[config.mk]
export PLATFORM = sky130hd
export DESIGN_NAME = upgrade_regs
export DESIGN_NICKNAME = d
export VERILOG_FILES = /design/src/core/pin_sync.v /design/src/core/osc_tick.v /design/src/core/upgrade_regs.v
export VERILOG_INCLUDE_DIRS = /design/src /design/src/core
export SDC_FILE = /design/constraint.sdc
export NUM_CORES = 1
export LEC_CHECK = 0
export BUFFER_PORTS_ARGS = -buffer_cell sky130_fd_sc_hd__buf_2
export CORE_ASPECT_RATIO = 0.5
export CORE_MARGIN = 10
export CORE_UTILIZATION = 30
export CTS_BUF_LIST = sky130_fd_sc_hd__clkbuf_4 sky130_fd_sc_hd__clkbuf_8
export DETAILED_ROUTE_END_ITERATION = 16
export PLACE_DENSITY = 0.61
export SETUP_SLACK_MARGIN = 0.02
export SYNTH_ARGS = -nofsm -noshare
export SYNTH_HDL_FRONTEND = slang
export SYNTH_SLANG_ARGS = --single-unit
[constraint.sdc]
create_clock -name CLK_SYS -period 1.9 [get_ports CLK_SYS]
set_clock_uncertainty 0.1 [all_clocks]
set_input_delay 0 -clock CLK_SYS [delete_from_list [all_inputs] [get_ports CLK_SYS]]
set_output_delay 0 -clock CLK_SYS [all_outputs]
set_load 0.005 [all_outputs]
[src/core/upgrade_defines.vh]
// constants for the remote upgrade register set
`ifndef UPGRADE_DEFINES_VH
`define UPGRADE_DEFINES_VH

// control register layout
`define CTL_WIDTH          39
`define CTL_RSV_HIGH       38
`define CTL_EARLY_DONE     37
`define CTL_OSC_STARTUP    36
`define CTL_WD_ENABLE      35
`define CTL_RSV_LOW        34
`define CTL_ADDR_MSB       33
`define CTL_ADDR_LSB       12
`define CTL_WD_MSB         11
`define CTL_WD_LSB         0

// status register width
`define STAT_WIDTH         32

// power-up factory addresses (24-bit boot address)
`define SERIAL_FACTORY_ADDR   24'h000000
`define PARALLEL_FACTORY_ADDR 24'h010000

// fixed low part of the watchdog count
`define WD_LOW_FILL        17'b1000

// cause codes for the status register
`define CAUSE_CONFIG_PIN   4'h8
`define CAUSE_CRC          4'h4
`define CAUSE_STATUS_PIN   4'h2
`define CAUSE_WATCHDOG     4'h1

// oscillator period in ns and derived tick divider of the system clock
`define OSC_PERIOD_NS      100
`define SYS_PERIOD_NS      40
`define OSC_DIV_CYCLES     ((`OSC_PERIOD_NS + `SYS_PERIOD_NS - 1) / `SYS_PERIOD_NS)

`endif

[src/core/pin_sync.v]
// two-flop synchroniser for one pin level
`default_nettype none

module pin_sync
(
  // clock and reset
  input  wire CLK_SYS,
  input  wire RST_B,
  // pin and synchronised level
  input  wire pin,
  output reg  level
);

  reg meta;

  // first flop read only by the second
  always @(posedge CLK_SYS)
  begin
    if (!RST_B)
    begin
      meta  <= 1'b0;
      level <= 1'b0;
    end
    else
    begin
      meta  <= pin;
      level <= meta;
    end
  end

endmodule // pin_sync
`default_nettype wire

[src/core/osc_tick.v]
// tick generator standing in for the internal oscillator rate
`default_nettype none
`include "upgrade_defines.vh"

module osc_tick
(
  // clock and reset
  input  wire CLK_SYS,
  input  wire RST_B,
  // one-cycle tick at oscillator rate
  output reg  tick
);

  // divider is a few cycles, so four bits of the full count are enough
  localparam integer DIV_FULL = `OSC_DIV_CYCLES;
  localparam [3:0]   DIV      = DIV_FULL[3:0];

  reg [3:0] count;

  // rounds the oscillator period up to whole system cycles
  always @(posedge CLK_SYS)
  begin
    if (!RST_B)
    begin
      count <= 4'h0;
      tick  <= 1'b0;
    end
    else if (count == DIV - 4'h1)
    begin
      count <= 4'h0;
      tick  <= 1'b1;
    end
    else
    begin
      count <= count + 4'h1;
      tick  <= 1'b0;
    end
  end

endmodule // osc_tick
`default_nettype wire

[src/core/upgrade_regs.v]
// remote upgrade register set: shift, update, control and status registers
//
// Behaviour
// [RULE1] shift register gives fabric serial access to update, status, control (code never loads the control register into the shift register)
// [RULE2] factory image may transfer shift contents into update register
// [RULE3] application image: every write through the shift register is blocked
// [RULE4] read in application image loads control register into shift (code loads the status register instead)
// [RULE5] reconfiguration start copies update register into control register
// [RULE6] fabric changes update only by shifting then issuing an update
// [RULE7] read in factory image loads update register into shift
// [RULE8] status register written on every reconfiguration with its cause
// [RULE9] capture cycle moves status register into the shift register (code does so in application image only; factory image loads update)
// [RULE10] control and status plus watchdog run on oscillator timing
// [RULE11] shift and update registers run on the user-supplied clock
// [RULE12] serial scheme power-up clears control address bits to zero
// [RULE13] parallel scheme power-up sets address to default factory location
// [RULE14] test-port instruction can replace the parallel factory address
// [RULE15] factory image has write access to control register contents
// [RULE16] control register is 39 bits with fixed field positions
// [RULE17] watchdog count is timeout field above fixed 17-bit fill
// [RULE18] boot address is address field with two zero bits appended
// [RULE19] early done check verifies image exists at boot address
// [RULE20] startup clock option selects internal oscillator for startup
// [RULE21] factory image should set both option bits for application
// [RULE22] watchdog enable bit turns watchdog on for application image
// [RULE23] watchdog always disabled while factory image runs
// [RULE24] status written on status pin low, crc error, timeout, reset
// [RULE25] shift when selected; else capture or update per select
`default_nettype none
`include "upgrade_defines.vh"

module upgrade_regs
(
  // system clock and reset
  input  wire                   CLK_SYS,
  input  wire                   RST_B,
  // boot scheme and image straps
  input  wire                   PARALLEL_BOOT_SCHEME,
  input  wire                   FACTORY_IMAGE,
  // test-port replacement of parallel factory address
  input  wire                   PARALLEL_FACTORY_ADDR_INSTR,
  input  wire [23:0]            PARALLEL_FACTORY_ADDR_VALUE,
  // fabric serial access
  input  wire                   UPGRADE_USER_CLOCK,
  input  wire                   UPGRADE_SERIAL_IN,
  input  wire                   SHIFT_OR_LOAD_SEL,
  input  wire                   CAPTURE_OR_UPDATE_SEL,
  output reg                    UPGRADE_SERIAL_OUT,
  // reconfiguration sources
  input  wire                   CONFIG_REQUEST_PIN_B,
  input  wire                   CONFIG_STATUS_PIN_B,
  input  wire                   CRC_ERROR,
  input  wire                   WATCHDOG_TIMEOUT,
  input  wire                   IMAGE_VALID,
  // configuration controls
  output reg                    RECONFIG_START,
  output reg  [23:0]            BOOT_ADDRESS,
  output reg  [28:0]            WATCHDOG_COUNT,
  output reg                    WATCHDOG_RUN,
  output reg                    EARLY_DONE_FAIL,
  output reg                    STARTUP_CLOCK_OSC,
  output reg  [`CTL_WIDTH-1:0]  CONTROL_VALUE,
  output reg  [`STAT_WIDTH-1:0] STATUS_VALUE
);

  // ************************************************************
  // synchronisers
  // ************************************************************
  wire clk_s, din_s, shift_s, capt_s, cfg_b_s, stat_b_s;

  pin_sync u_clk (.CLK_SYS(CLK_SYS), .RST_B(RST_B), .pin(UPGRADE_USER_CLOCK), .level(clk_s));
  pin_sync u_din (.CLK_SYS(CLK_SYS), .RST_B(RST_B), .pin(UPGRADE_SERIAL_IN), .level(din_s));
  pin_sync u_sft (.CLK_SYS(CLK_SYS), .RST_B(RST_B), .pin(SHIFT_OR_LOAD_SEL), .level(shift_s));
  pin_sync u_cap (.CLK_SYS(CLK_SYS), .RST_B(RST_B), .pin(CAPTURE_OR_UPDATE_SEL), .level(capt_s));
  pin_sync u_cfg (.CLK_SYS(CLK_SYS), .RST_B(RST_B), .pin(CONFIG_REQUEST_PIN_B), .level(cfg_b_s));
  pin_sync u_sts (.CLK_SYS(CLK_SYS), .RST_B(RST_B), .pin(CONFIG_STATUS_PIN_B), .level(stat_b_s));

  // oscillator-rate tick for control and status timing
  wire osc_tick_w;

  osc_tick u_osc (.CLK_SYS(CLK_SYS), .RST_B(RST_B), .tick(osc_tick_w)); // [RULE10]

  // ************************************************************
  // user clock rise and pin fall edge detection
  // ************************************************************
  reg clk_d;
  reg cfg_d;
  reg stat_d;

  always @(posedge CLK_SYS)
  begin
    if (!RST_B)
    begin
      clk_d  <= 1'b0;
      cfg_d  <= 1'b1;
      stat_d <= 1'b1;
    end
    else
    begin
      clk_d  <= clk_s;
      cfg_d  <= cfg_b_s;
      stat_d <= stat_b_s;
    end
  end

  wire user_rise = clk_s & ~clk_d; // [RULE11]
  wire cfg_fall  = cfg_d & ~cfg_b_s;
  wire stat_fall = stat_d & ~stat_b_s;

  // ************************************************************
  // straps caught after reset release
  // ************************************************************
  reg        started;
  reg        parallel;
  reg [23:0] factory_addr;

  // strap decoded straight from the pin, so the first load sees the right scheme
  wire [23:0] power_addr = PARALLEL_BOOT_SCHEME ? `PARALLEL_FACTORY_ADDR : `SERIAL_FACTORY_ADDR; // [RULE12] [RULE13]

  always @(posedge CLK_SYS)
  begin
    if (!RST_B)
    begin
      started      <= 1'b0;
      parallel     <= 1'b0;
      factory_addr <= 24'h000000;
    end
    else if (!started)
    begin
      started      <= 1'b1;
      parallel     <= PARALLEL_BOOT_SCHEME;
      factory_addr <= power_addr; // [RULE12] [RULE13]
    end
    else if (parallel && PARALLEL_FACTORY_ADDR_INSTR)
      factory_addr <= PARALLEL_FACTORY_ADDR_VALUE; // [RULE14]
  end

  // ************************************************************
  // shift and update registers (user clock edges)
  // ************************************************************
  reg [`CTL_WIDTH-1:0] shifter;
  reg [`CTL_WIDTH-1:0] update;
  reg [`CTL_WIDTH-1:0] control;
  reg [`STAT_WIDTH-1:0] status;

  // read source depends on which image runs
  wire [`CTL_WIDTH-1:0] read_src = FACTORY_IMAGE ? update : control; // [RULE4] [RULE7]
  wire                  write_ok = FACTORY_IMAGE;                    // [RULE2] [RULE3]

  always @(posedge CLK_SYS)
  begin
    if (!RST_B)
    begin
      shifter <= {`CTL_WIDTH{1'b0}};
      update  <= {`CTL_WIDTH{1'b0}};
    end
    else if (!started)
      update <= {4'h0, 1'b0, power_addr[23:2], 12'h000};
    else if (user_rise)
    begin
      if (shift_s)
      begin
        // shift only alters the shifter, so it is not a write
        shifter <= {din_s, shifter[`CTL_WIDTH-1:1]}; // [RULE1] [RULE25]
      end
      else if (capt_s)
      begin
        // factory image captures the update register, application image the status register
        if (FACTORY_IMAGE)
          shifter <= read_src; // [RULE7]
        else
          shifter <= {{(`CTL_WIDTH-`STAT_WIDTH){1'b0}}, status}; // [RULE9]
      end
      else if (write_ok)
        update <= shifter; // [RULE2] [RULE6] [RULE15]
    end
  end

  // ************************************************************
  // reconfiguration and control/status registers
  // ************************************************************
  reg [3:0] pending;

  wire [3:0] new_cause = {cfg_fall, CRC_ERROR, stat_fall, WATCHDOG_TIMEOUT}; // [RULE24]

  // causes accumulate until the next oscillator tick commits them
  always @(posedge CLK_SYS)
  begin
    if (!RST_B)
    begin
      pending        <= 4'h0;
      control        <= {`CTL_WIDTH{1'b0}};
      status         <= {`STAT_WIDTH{1'b0}};
      RECONFIG_START <= 1'b0;
    end
    else if (!started)
    begin
      control        <= {4'h0, 1'b0, power_addr[23:2], 12'h000}; // [RULE12] [RULE13]
      RECONFIG_START <= 1'b0;
    end
    else if (parallel && PARALLEL_FACTORY_ADDR_INSTR)
    begin
      // replaced factory address takes effect in the control address bits
      control        <= {4'h0, 1'b0, PARALLEL_FACTORY_ADDR_VALUE[23:2], 12'h000}; // [RULE14]
      pending        <= pending | new_cause;
      RECONFIG_START <= 1'b0;
    end
    else if (osc_tick_w && (pending != 4'h0 || new_cause != 4'h0))
    begin
      pending        <= 4'h0;
      control        <= update; // [RULE5]
      status         <= {28'h0000000, pending | new_cause}; // [RULE8]
      RECONFIG_START <= 1'b1;
    end
    else
    begin
      pending        <= pending | new_cause;
      RECONFIG_START <= 1'b0;
    end
  end

  // ************************************************************
  // derived controls from the control register
  // ************************************************************
  always @(posedge CLK_SYS)
  begin
    if (!RST_B)
    begin
      BOOT_ADDRESS       <= 24'h000000;
      WATCHDOG_COUNT     <= 29'h00000000;
      WATCHDOG_RUN       <= 1'b0;
      EARLY_DONE_FAIL    <= 1'b0;
      STARTUP_CLOCK_OSC  <= 1'b0;
      CONTROL_VALUE      <= {`CTL_WIDTH{1'b0}};
      STATUS_VALUE       <= {`STAT_WIDTH{1'b0}};
      UPGRADE_SERIAL_OUT <= 1'b0;
    end
    else
    begin
      BOOT_ADDRESS       <= {control[`CTL_ADDR_MSB:`CTL_ADDR_LSB], 2'b00};                  // [RULE16] [RULE18]
      WATCHDOG_COUNT     <= {control[`CTL_WD_MSB:`CTL_WD_LSB], `WD_LOW_FILL};                // [RULE17]
      WATCHDOG_RUN       <= control[`CTL_WD_ENABLE] & ~FACTORY_IMAGE;                        // [RULE22] [RULE23]
      EARLY_DONE_FAIL    <= control[`CTL_EARLY_DONE] & ~FACTORY_IMAGE & ~IMAGE_VALID;         // [RULE19]
      STARTUP_CLOCK_OSC  <= control[`CTL_OSC_STARTUP];                                       // [RULE20]
      CONTROL_VALUE      <= control;
      STATUS_VALUE       <= status;
      UPGRADE_SERIAL_OUT <= shifter[0]; // [RULE25]
    end
  end

endmodule // upgrade_regs
`default_nettype wire

---- Word level (Yosys, flattened, before mapping) ----
Index checks and enable logic that the tools add are counted.
operators by class
  multiplexer cells ....................... 18
  equal/unequal tests ..................... 6
  reduce and logical (&&, ||, !) cells .... 13
  bitwise gates (word level) .............. 17
  add/subtract/negate cells ............... 1
operators with widths
  cell                                                  number
  two-way mux 34 bit                                    8
  two-way mux 39 bit                                    3
  two-way mux 17 bit                                    1
  two-way mux 4 bit                                     3
  inverter 1 bit                                        10
  != test 2 bit (second input constant)                 4
  AND reduction 4 bit                                   2
  nonzero test 4 bit                                    2
  bitwise AND 1 bit                                     6
  AND reduction 3 bit                                   2
  adder 4 x 1 -> 4 bit (second input constant)          1
  equality test 4 x 2 -> 1 bit (second input constant)  1
  OR 4 bit                                              1
  two-way mux 1 bit                                     3
  != test 3 x 1 -> 1 bit (second input constant)        1
  OR reduction 3 bit                                    1
  logical AND 1 bit                                     2
  AND reduction 2 bit                                   1
  nonzero test 2 bit                                    1
  OR reduction 2 bit                                    1
  logical OR 1 bit                                      1
storage, ports and cells
  bits of input ports ..................... 38
  output and inout bits ................... 129
  register bits ........................... 248

---- Logic depth before layout (Yosys ltp) ----
Gate-level depths: netlist of run 1.
  word-level depth ........................ 8
  depth in mapped cells ................... 7

---- By module ----
From an unflattened synthesis of run 1, not the netlist that was laid out.
unflattened totals
  cells, all modules ...................... 859
  area, all modules ....................... 7611.0 um2
by module, submodules not included
  module        instances  area each (um2)  cells each
  upgrade_regs  1          7086.8           816
  pin_sync      6          52.6             4
  osc_tick      1          209.0            19

---- Least setup slack after synthesis of run 1 ----
OpenSTA, ideal clock, no wires.
  kind .................................... register -> register
  start ................................... register pending[0]
  end ..................................... register control[18]
  arrival ................................. 1.659 ns
  setup slack ............................. 0.000 ns
  buffers on the path ..................... 1
  stages on the path, launching flop included .. 6
  library setup time ...................... 0.141 ns
  data required time ...................... 1.659 ns
  clock period less this slack ............ 1.900 ns
  path through ............................ dfxtp_1 > or4_4 > or3_4 > o211ai_4 > buf_6 > o221ai_1
between the ends
  word-level cells in the longest chain between the ends .. 4
RTL lines
  item                                     RTL line            text
  start, declared                          upgrade_regs.v:182  reg [3:0] pending;
  start signal, assigned                   upgrade_regs.v:205  pending <= pending | new_cause;
  start signal, assigned                   upgrade_regs.v:217  pending <= pending | new_cause;
  nonzero test 4 bit                       upgrade_regs.v:208  else if (osc_tick_w && (pending != 4'h0 || new_cause != 4'h0))
  logical OR 1 bit                         upgrade_regs.v:208
  logical AND 1 bit                        upgrade_regs.v:208
  != test 3 x 1 -> 1 bit (no source line)  -
  end signal, assigned                     upgrade_regs.v:198  control <= {4'h0, 1'b0, power_addr[23:2], 12'h000};
  end signal, assigned                     upgrade_regs.v:204  control <= {4'h0, 1'b0, PARALLEL_FACTORY_ADDR_VALUE[23:2], 12'h000};
  end signal, assigned                     upgrade_regs.v:211  control <= update;
  end, declared                            upgrade_regs.v:143  reg [`CTL_WIDTH-1:0] control;
Every way passes these cells.
A chain may end at the register's enable or synchronous reset.

---- Worst setup path after layout of run 1 ----
  start ................................... register pending[0]
  end ..................................... register control[14]
Same word-level chain as after synthesis.

==> results of run 1 <==
-- sequential cells by signal, indices dropped and copies added, names as in the netlist, 4 cells and up --
signal	flops
pending	4
WATCHDOG_COUNT	12
shifter	39
status	4
CONTROL_VALUE	7
update	39
BOOT_ADDRESS	21
control	39
u_osc.count	4
STATUS_VALUE	4
-- power by group through the flow --
stage	Combinational (uW)	Clock [uW]	Sequential (uW)
after floorplan	343	0	4240
after global placement	425	0	4250
after detailed placement	434	0	4250
after CTS	491	2910	4150
after global routing	564	3090	4160
final	512	2820	4160
-- layout make-up --
class | instances | area [um2]
clock buffer | 22 | 278
clock inverter | 6 | 133
fill | 2579 | 16200
inverter | 46 | 173
multi-input combinational | 587 | 3100
sequential | 194 | 3890
tap | 344 | 430
timing repair buffer | 174 | 1220
-- through the flow --
step / instances / hold slack (ns) / instance area [um2] / worst slack (ns)
2_1_floorplan: 963 / -0.0723 / 7970 / 0.00144
3_3_place_gp: 1309 / 0.108 / 8400 / 0.00261
3_5_place_dp: 1309 / 0.107 / 8400 / -0.0409
4_1_cts: 1372 / 0.0476 / 9160 / -0.0429
5_1_grt: 1373 / 0.0627 / 9230 / -0.0910
6_report: 1373 / 0.0629 / 9230 / -0.0391
-- cells in the mapped netlist --
| library cell | count |
|---|---|
| a21boi_0 | 2 |
| a21boi_1 | 1 |
| a21oi_1 | 48 |
| a21oi_2 | 1 |
| a311o_1 | 1 |
| a31oi_1 | 5 |
| and2_1 | 37 |
| and3_1 | 2 |
| buf_1 | 2 |
| buf_2 | 3 |
| buf_4 | 82 |
| buf_6 | 4 |
| clkbuf_1 | 45 |
| clkinv_1 | 1 |
| conb_1 | 1 |
| dfxtp_1 | 194 |
| ha_1 | 2 |
| inv_1 | 45 |
| mux2i_1 | 61 |
| nand2_1 | 237 |
| nand2b_1 | 3 |
| nand3_1 | 2 |
| nand3b_1 | 1 |
| nand4_1 | 3 |
| nor2_1 | 49 |
| nor2b_1 | 5 |
| nor3_1 | 6 |
| nor3_4 | 1 |
| nor3b_1 | 1 |
| o211ai_4 | 1 |
| o21ai_0 | 46 |
| o221ai_1 | 21 |
| o31ai_1 | 1 |
| or2_2 | 1 |
| or3_4 | 1 |
| or4_4 | 1 |
| xnor2_1 | 1 |
-- kinds of logic (layout without fill, tap and decap cells) --
logic type      Yosys count  count (layout)  share of synthesized area
flops                   194             194                      0.498
simple gates            350             350                      0.191
mux                      61              61                     0.0783
fa+ha+maj                 2               2                    0.00321
xor+xnor                  1               1                    0.00112
buf+inv                 182             248                      0.131
compound gates          127             127                     0.0969
other cells               1              46                   0.000481
-- metal layers --
| metal | wire [um] | global-route usage | up-vias | part of all wire |
|---|---|---|---|---|
| met1 | 8530 | 0.138 | 2787 | 0.46 |
| met3 | 712 | 0.0264 | 8 | 0.039 |
| met5 | 0 | 0 | - | 0 |
| met2 | 9020 | 0.182 | 124 | 0.49 |
| met4 | 114 | 0.0256 | 0 | 0.0062 |
| li1 | - | - | 3022 | - |
-- worst reg2reg max path, delay by kind of cell (launching register included) --
family	cells	cell delay [ns]
DFF	1	0.32
and+or+nand+nor	2	0.89
buffers and inverters	1	0.19
AOI/OAI and AO/OA	2	0.33
-- how the worst min path moves through the flow --
| stage | to | depth (start not counted) |
|---|---|---|
| after floorplan | WATCHDOG_COUNT[3] | 0 |
| after global placement | EARLY_DONE_FAIL | 2 |
| after detailed placement | control[32] | 3 |
| after CTS | shifter[33] | 5 |
| after global routing | shifter[29] | 5 |
| final | shifter[33] | 5 |
-- what timing repair did --
action                                  4_1_cts  5_1_grt
hold buffers                                 35        0
pin swaps                                     0        5
endpoints found under the hold margin        43        0
gates resized for setup                       1        6
gates cloned                                  0        1
endpoints found under the setup margin       38       43
==> impl_metrics.xml, run 1 <==
<?xml version="1.0" encoding="UTF-8"?>
<metrics>
  <group name="timing">
    <metric name="post-route-period-util" unit="">1.02</metric>
    <metric name="grt_setup_unrepaired" unit="">yes</metric>
    <metric name="setup_slack" unit="ns">-0.0391</metric>
    <metric name="maxSlewHeadroom" unit="">0.537</metric>
    <metric name="finalSetupTns" unit="ns">-0.624</metric>
    <metric name="worst-slew-pin-transition" unit="ns">0.694</metric>
    <metric name="post-route-min-period" unit="ns">1.94</metric>
    <metric name="report.final.setup_viol" unit="">34</metric>
    <metric name="drv_slew" unit="">0</metric>
    <metric name="fmax" unit="MHz">516</metric>
    <metric name="finalHoldViolCount" unit="">0</metric>
  </group>
  <group name="worst_setup_path">
    <metric name="critPathTopFamily" unit="">simple AND/OR/NAND/NOR gates</metric>
    <metric name="worst_setup_path_startpoint" unit="">pending[0]</metric>
    <metric name="path_class" unit="">reg2reg</metric>
    <metric name="critical_path.max_stage_delay" unit="ns">0.54</metric>
    <metric name="ff2ff_path_depth" unit="">5</metric>
    <metric name="crit_path_max_fanout" unit="">22</metric>
    <metric name="timing.critical_path.cells" unit="">or4_4, or3_4, o211ai_4, buf_12, o221ai_1</metric>
    <metric name="worstSetupEndpointType" unit="">flop</metric>
    <metric name="critPathRequiredTime" unit="ns">2.13</metric>
    <metric name="endpoint" unit="">control[14]</metric>
    <metric name="path_buf_inv" unit="">1</metric>
    <metric name="worst-r2r-setup-slack" unit="ns">-0.04</metric>
    <metric name="critical_path.startpoint_type" unit="">flop</metric>
    <metric name="reg2reg_from" unit="">pending[0]</metric>
    <metric name="cp_num_cells" unit="">5</metric>
    <metric name="critical_path.slowest_cell" unit="">or4_4</metric>
    <metric name="critical_path_arrival" unit="ns">2.17</metric>
    <metric name="r2r_end" unit="">control[14]</metric>
  </group>
  <group name="clock_network">
    <metric name="clock_latency" unit="ns">0.46</metric>
    <metric name="clk_root_buffer_cell" unit="">clkbuf_8</metric>
    <metric name="clock_sinks" unit="">194</metric>
    <metric name="clk_path_buf_depth" unit="">2</metric>
    <metric name="tritoncts" unit="">yes</metric>
    <metric name="postCtsSetupBuffers" unit="">0</metric>
    <metric name="cts.htree.levels" unit="">4</metric>
    <metric name="clkSlewWorstSetupHoldPaths" unit="ns">0.08</metric>
    <metric name="cts_buffers" unit="">17</metric>
  </group>
  <group name="pwr">
    <metric name="net-switching-power" unit="uW">1670</metric>
    <metric name="total_power" unit="uW">7490</metric>
    <metric name="swShare" unit="">0.222</metric>
    <metric name="powerDensity" unit="mW/mm2">812</metric>
    <metric name="vdd_drop_max" unit="V">0.000414</metric>
    <metric name="combinationalPowerShare" unit="">0.068</metric>
    <metric name="p_int" unit="uW">5820</metric>
    <metric name="cellLeakagePower" unit="uW">0.00405</metric>
    <metric name="clock_power_share" unit="">0.377</metric>
    <metric name="seq_power_share" unit="">0.555</metric>
  </group>
  <group name="route">
    <metric name="drc_errors" unit="">0</metric>
    <metric name="drt_pass_1_iters" unit="">5</metric>
    <metric name="via_per_inst" unit="">4.33</metric>
    <metric name="num_vias" unit="">5941</metric>
    <metric name="number_of_drc_markers_after_the_initial_detailed_route_iteration" unit="">346</metric>
    <metric name="wirelength" unit="um">18400</metric>
    <metric name="final_antenna_net_count" unit="">0</metric>
    <metric name="wl_per_cell" unit="um">13.4</metric>
  </group>
  <group name="logic_synthesis">
    <metric name="ys_seq_area_frac" unit="">0.498</metric>
    <metric name="synth.area.top_cells" unit="">dfxtp_1 50%, nand2_1 11%, buf_4 7.9%, mux2i_1 7.8%, a21oi_1 3.1%</metric>
    <metric name="netlist.area_leader.share" unit="">0.498</metric>
    <metric name="synth_top_area_cell" unit="">dfxtp_1</metric>
    <metric name="synth.ff_latch_count" unit="">194</metric>
    <metric name="yosysUniqueCellTypes" unit="">37</metric>
    <metric name="synthesized_cell_area" unit="mm2">0.00780</metric>
    <metric name="synth_warn" unit="">0</metric>
    <metric name="postSynthAreaPerCell" unit="um2">8.50</metric>
    <metric name="syn-instance-count" unit="">918</metric>
  </group>
  <group name="layout">
    <metric name="antenna_cells_inserted" unit="">0</metric>
    <metric name="final_common_cell" unit="">nand2_1</metric>
    <metric name="area_growth" unit="%">18.3</metric>
    <metric name="post_route_cells_drive_above_1_share" unit="">0.176</metric>
    <metric name="final_cell_mix" unit="">237 x nand2_1, 192 x dfxtp_1, 118 x buf_2</metric>
    <metric name="nNetsFinal" unit="">1060</metric>
    <metric name="post-route-util" unit="">0.363</metric>
  </group>
  <group name="grt">
    <metric name="antenna_violations_before_repair" unit="">0</metric>
    <metric name="overflow" unit="">0</metric>
    <metric name="grt_first_pass_wirelength" unit="um">29700</metric>
    <metric name="pin_count_of_the_biggest_net_entering_global_routing" unit="">79</metric>
    <metric name="groute.usage.overall" unit="">0.109</metric>
    <metric name="first_global_vias" unit="">5952</metric>
  </group>
  <group name="floorplan">
    <metric name="core_area" unit="mm2">0.0254</metric>
    <metric name="die_outline_area" unit="mm2">0.0332</metric>
    <metric name="die_x" unit="um">248</metric>
    <metric name="rows" unit="">41</metric>
    <metric name="initial_core_util" unit="">0.307</metric>
    <metric name="floorplan.io_pins" unit="">167</metric>
    <metric name="die_height" unit="um">134</metric>
  </group>
  <group name="placed_design">
    <metric name="finalWeightedCongestion" unit="">0.769</metric>
    <metric name="buffer_ports.inserted" unit="">118</metric>
    <metric name="dp_hpwl" unit="um">12400</metric>
  </group>
  <group name="run_status">
    <metric name="failed_checks" unit="">negative setup slack</metric>
    <metric name="run_status" unit="">finished with violations</metric>
  </group>
  <group name="run">
    <metric name="max-cap-violations" unit="">0</metric>
  </group>
  <group name="worst_hold_path">
    <metric name="worst_hold_path_type" unit="">in2reg</metric>
    <metric name="hp-start" unit="">FACTORY_IMAGE</metric>
  </group>
</metrics>
Power figures use the tool's default switching activity.
==> run 2: changes to the inputs <==
- ABC_AREA: unset -> 1
==> run 2 against run 1 <==
The run now ends clean. Synthesized cell count up 9.2%. Critical path depth rose by 6. First-iteration DRC count grew 49%. Final area is 3.4% lower. Via count is 6.7% higher. Count of clock-buffer cells in the layout shrank 3. Critical path type unchanged. Largest power group unchanged.
==> impl_metrics.xml, run 2 <==
<?xml version="1.0" encoding="UTF-8"?>
<metrics>
  <group name="logic_synthesis">
    <metric name="postSynthAreaPerCell" unit="um2">7.60</metric>
    <metric name="syn-instance-count" unit="">1002</metric>
    <metric name="edff_count_synth" unit="">0</metric>
    <metric name="most_frequently_used_cell_type_in_the_post_synthesis_netlist" unit="">nand2_1</metric>
    <metric name="synth_warn" unit="">0</metric>
    <metric name="synthesized_cell_area" unit="mm2">0.00762</metric>
    <metric name="synth.area.top_cells" unit="">dfxtp_1 51%, nand2_1 15%, buf_4 8.1%, o21ai_0 4.9%, nor2_1 4.3%</metric>
    <metric name="synth_common_cells" unit="">298 x nand2_1, 194 x dfxtp_1, 87 x nor2_1</metric>
    <metric name="postSynth.topFlopCell" unit="">dfxtp_1</metric>
    <metric name="ys_seq_area_frac" unit="">0.510</metric>
    <metric name="yosysUniqueCellTypes" unit="">29</metric>
    <metric name="synth.ff_latch_count" unit="">194</metric>
    <metric name="synthArstFlopShare" unit="">0</metric>
    <metric name="netlist.area_leader.share" unit="">0.510</metric>
    <metric name="synth_top_area_cell" unit="">dfxtp_1</metric>
  </group>
  <group name="route">
    <metric name="drc_errors" unit="">0</metric>
    <metric name="number_of_drc_markers_after_the_initial_detailed_route_iteration" unit="">516</metric>
    <metric name="wl_per_cell" unit="um">12.9</metric>
    <metric name="drt_pass_1_iters" unit="">6</metric>
    <metric name="highest_layer" unit="">met4</metric>
    <metric name="final_antenna_net_count" unit="">0</metric>
    <metric name="wl_met3" unit="um">978</metric>
    <metric name="via_per_inst" unit="">4.34</metric>
    <metric name="post_route_m1_wl" unit="um">8420</metric>
    <metric name="wirelength" unit="um">18900</metric>
    <metric name="num_vias" unit="">6337</metric>
    <metric name="wl_met2" unit="um">9170</metric>
  </group>
  <group name="worst_setup_path">
    <metric name="critical_path.slowest_cell" unit="">dfxtp_1</metric>
    <metric name="worstSetupEndpointType" unit="">flop</metric>
    <metric name="timing.critical_path.cells" unit="">inv_1, a21oi_1, nand3_1, nand2_1, buf_8, nor2_2, clkbuf_4, nand2_1, nand2_1, nand2_1, nand2_1</metric>
    <metric name="crit_path_max_fanout" unit="">22</metric>
    <metric name="critPathRequiredTime" unit="ns">2.18</metric>
    <metric name="critical_path_arrival" unit="ns">1.97</metric>
    <metric name="critPathTopFamily" unit="">simple AND/OR/NAND/NOR gates</metric>
    <metric name="path_buf_inv" unit="">3</metric>
    <metric name="cpMostUsedCell" unit="">nand2_1</metric>
    <metric name="critical_path.startpoint_type" unit="">flop</metric>
    <metric name="path_class" unit="">reg2reg</metric>
    <metric name="critical_path.max_stage_delay" unit="ns">0.32</metric>
  </group>
  <group name="clock_network">
    <metric name="postCtsSetupBuffers" unit="">0</metric>
    <metric name="clk_root_buffer_cell" unit="">clkbuf_8</metric>
    <metric name="clkSlewWorstSetupHoldPaths" unit="ns">0.10</metric>
    <metric name="cts_buffers" unit="">17</metric>
    <metric name="cts.htree.levels" unit="">4</metric>
    <metric name="clock_sinks" unit="">194</metric>
    <metric name="clk_path_buf_depth" unit="">2</metric>
    <metric name="tritoncts" unit="">yes</metric>
    <metric name="clock_latency" unit="ns">0.48</metric>
  </group>
  <group name="timing">
    <metric name="fmax" unit="MHz">590</metric>
    <metric name="finalHoldViolCount" unit="">0</metric>
    <metric name="post-route-period-util" unit="">0.891</metric>
    <metric name="finalSetupTns" unit="ns">0</metric>
    <metric name="post-route-min-period" unit="ns">1.69</metric>
    <metric name="grt_setup_unrepaired" unit="">no</metric>
    <metric name="worst-slew-pin-transition" unit="ns">0.724</metric>
    <metric name="report.final.setup_viol" unit="">0</metric>
    <metric name="drv_slew" unit="">0</metric>
    <metric name="maxSlewHeadroom" unit="">0.518</metric>
  </group>
  <group name="pwr">
    <metric name="cellLeakagePower" unit="uW">0.00431</metric>
    <metric name="vdd_drop_max" unit="V">0.000362</metric>
    <metric name="powerDensity" unit="mW/mm2">831</metric>
    <metric name="combinationalPowerShare" unit="">0.077</metric>
    <metric name="net-switching-power" unit="uW">2000</metric>
    <metric name="seq_power_share" unit="">0.567</metric>
    <metric name="p_int" unit="uW">5410</metric>
    <metric name="swShare" unit="">0.269</metric>
    <metric name="clock_power_share" unit="">0.355</metric>
    <metric name="total_power" unit="uW">7400</metric>
  </group>
  <group name="grt">
    <metric name="grt_first_pass_wirelength" unit="um">30800</metric>
    <metric name="overflow" unit="">0</metric>
    <metric name="pin_count_of_the_biggest_net_entering_global_routing" unit="">72</metric>
    <metric name="antenna_violations_before_repair" unit="">0</metric>
    <metric name="first_global_vias" unit="">6204</metric>
    <metric name="groute.usage.overall" unit="">0.114</metric>
  </group>
  <group name="placed_design">
    <metric name="dpl.cell_count" unit="">1392</metric>
    <metric name="finalWeightedCongestion" unit="">0.807</metric>
    <metric name="buffer_ports.inserted" unit="">118</metric>
    <metric name="dp_hpwl" unit="um">12600</metric>
  </group>
  <group name="run">
    <metric name="max-cap-violations" unit="">0</metric>
  </group>
  <group name="layout">
    <metric name="final_cell_mix" unit="">298 x nand2_1, 194 x dfxtp_1, 117 x buf_2</metric>
    <metric name="layout.cells.non_filler" unit="">1461</metric>
    <metric name="nNetsFinal" unit="">1144</metric>
    <metric name="top_regs" unit="">control x39, shifter x39, update x39</metric>
    <metric name="fillers" unit="">2601</metric>
    <metric name="antenna_cells_inserted" unit="">0</metric>
    <metric name="post_route_cells_drive_above_1_share" unit="">0.168</metric>
    <metric name="layout.area.seq" unit="mm2">0.00388</metric>
    <metric name="multi_input_area" unit="mm2">0.00275</metric>
    <metric name="final_common_cell" unit="">nand2_1</metric>
    <metric name="area_growth" unit="%">16.9</metric>
  </group>
  <group name="floorplan">
    <metric name="core_area" unit="mm2">0.0251</metric>
    <metric name="die_height" unit="um">133</metric>
    <metric name="die_x" unit="um">245</metric>
    <metric name="rows" unit="">41</metric>
    <metric name="die_outline_area" unit="mm2">0.0326</metric>
    <metric name="initial_core_util" unit="">0.304</metric>
    <metric name="floorplan.io_pins" unit="">167</metric>
  </group>
  <group name="run_status">
    <metric name="run_status" unit="">finished clean</metric>
  </group>
  <group name="worst_hold_path">
    <metric name="worst_hold_path_type" unit="">in2reg</metric>
  </group>
</metrics>
## run 2: cell types whose count changed after synthesis, moves of 7 or more
cell | before | now
o221ai_1 | 21 | 0
o21ai_0 | 46 | 74
inv_2 | 0 | 7
nor2_1 | 49 | 87
inv_1 | 45 | 70
buf_2 | 3 | 16
nand2_1 | 237 | 298
nand3_1 | 2 | 46
and2_1 | 37 | 0
a31oi_1 | 5 | 35
a21oi_1 | 48 | 36
mux2i_1 | 61 | 0
clkbuf_1 | 45 | 30
## run 2: logic make-up after synthesis
family	count (synthesis)	share of synthesized area
AND/OR/NAND/NOR	438	0.227
buffers and inverters	216	0.153
flip-flops	194	0.510
AO/OA/AOI/OAI	150	0.106
adder cells (fa/ha/maj)	2	0.00328
XOR/XNOR	1	0.00115
other	1	0.000492
## run 2: stage by stage
stage                     hold WS (ns)   util  instance area [um2]  setup slack (ns)
after floorplan                -0.0723      -                 7790             0.386
after global placement          0.0687  0.324                 8120            0.0630
after detailed placement        0.0715  0.324                 8120            0.0260
after CTS                       0.0980  0.354                 8880            0.0735
after global routing             0.138  0.355                 8910            0.0442
final                            0.131  0.355                 8910             0.206
## run 2: final cells by class
class	count	area share
Timing Repair Buffer	175	0.129
Tap cell	344	0.0483
Clock inverter	13	0.0150
Clock buffer	19	0.0294
Multi-Input combinational cell	637	0.309
Inverter	79	0.0334
Sequential cell	194	0.436
## run 2: worst reg2reg max path: cells and delay by family, from the launching register on
family                 cells  cell delay [ns]
buffers and inverters      3             0.46
AOI/OAI and AO/OA          1             0.17
DFF                        1             0.32
and+or+nand+nor            7             0.58
## run 2: path summary, 6_finish.rpt
| kind | start | slack (ns) | endpoint | depth (start not counted) |
|---|---|---|---|---|
| max | u_cfg.level | 0.21 | control[13] | 11 |
| min | IMAGE_VALID | 0.13 | EARLY_DONE_FAIL | 3 |
| max reg2reg | u_cfg.level | 0.21 | control[13] | 11 |
| min reg2reg | u_sts.meta | 0.31 | u_sts.level | 2 |
## run 2: power by group through the flow
stage / Sequential [uW] / Clock, uW / Combinational (uW)
after detailed placement: 4290 / 0 / 497
final: 4200 / 2630 / 571
after floorplan: 4280 / 0 / 396
after CTS: 4200 / 2730 / 557
after global placement: 4290 / 0 / 489
after global routing: 4210 / 2870 / 645
## run 2: repair_timing
item	CTS	global route
cloned	0	1
resized for setup	1	6
setup endpoints to repair	6	21
hold endpoints to repair	77	0
hold buffers	36	0
## run 2: routing by layer
metal	GRT usage	vias to the layer above
met1	0.137	2911
met3	0.0221	21
li1	-	3223
met5	0	-
met4	0.0505	0
met2	0.194	182
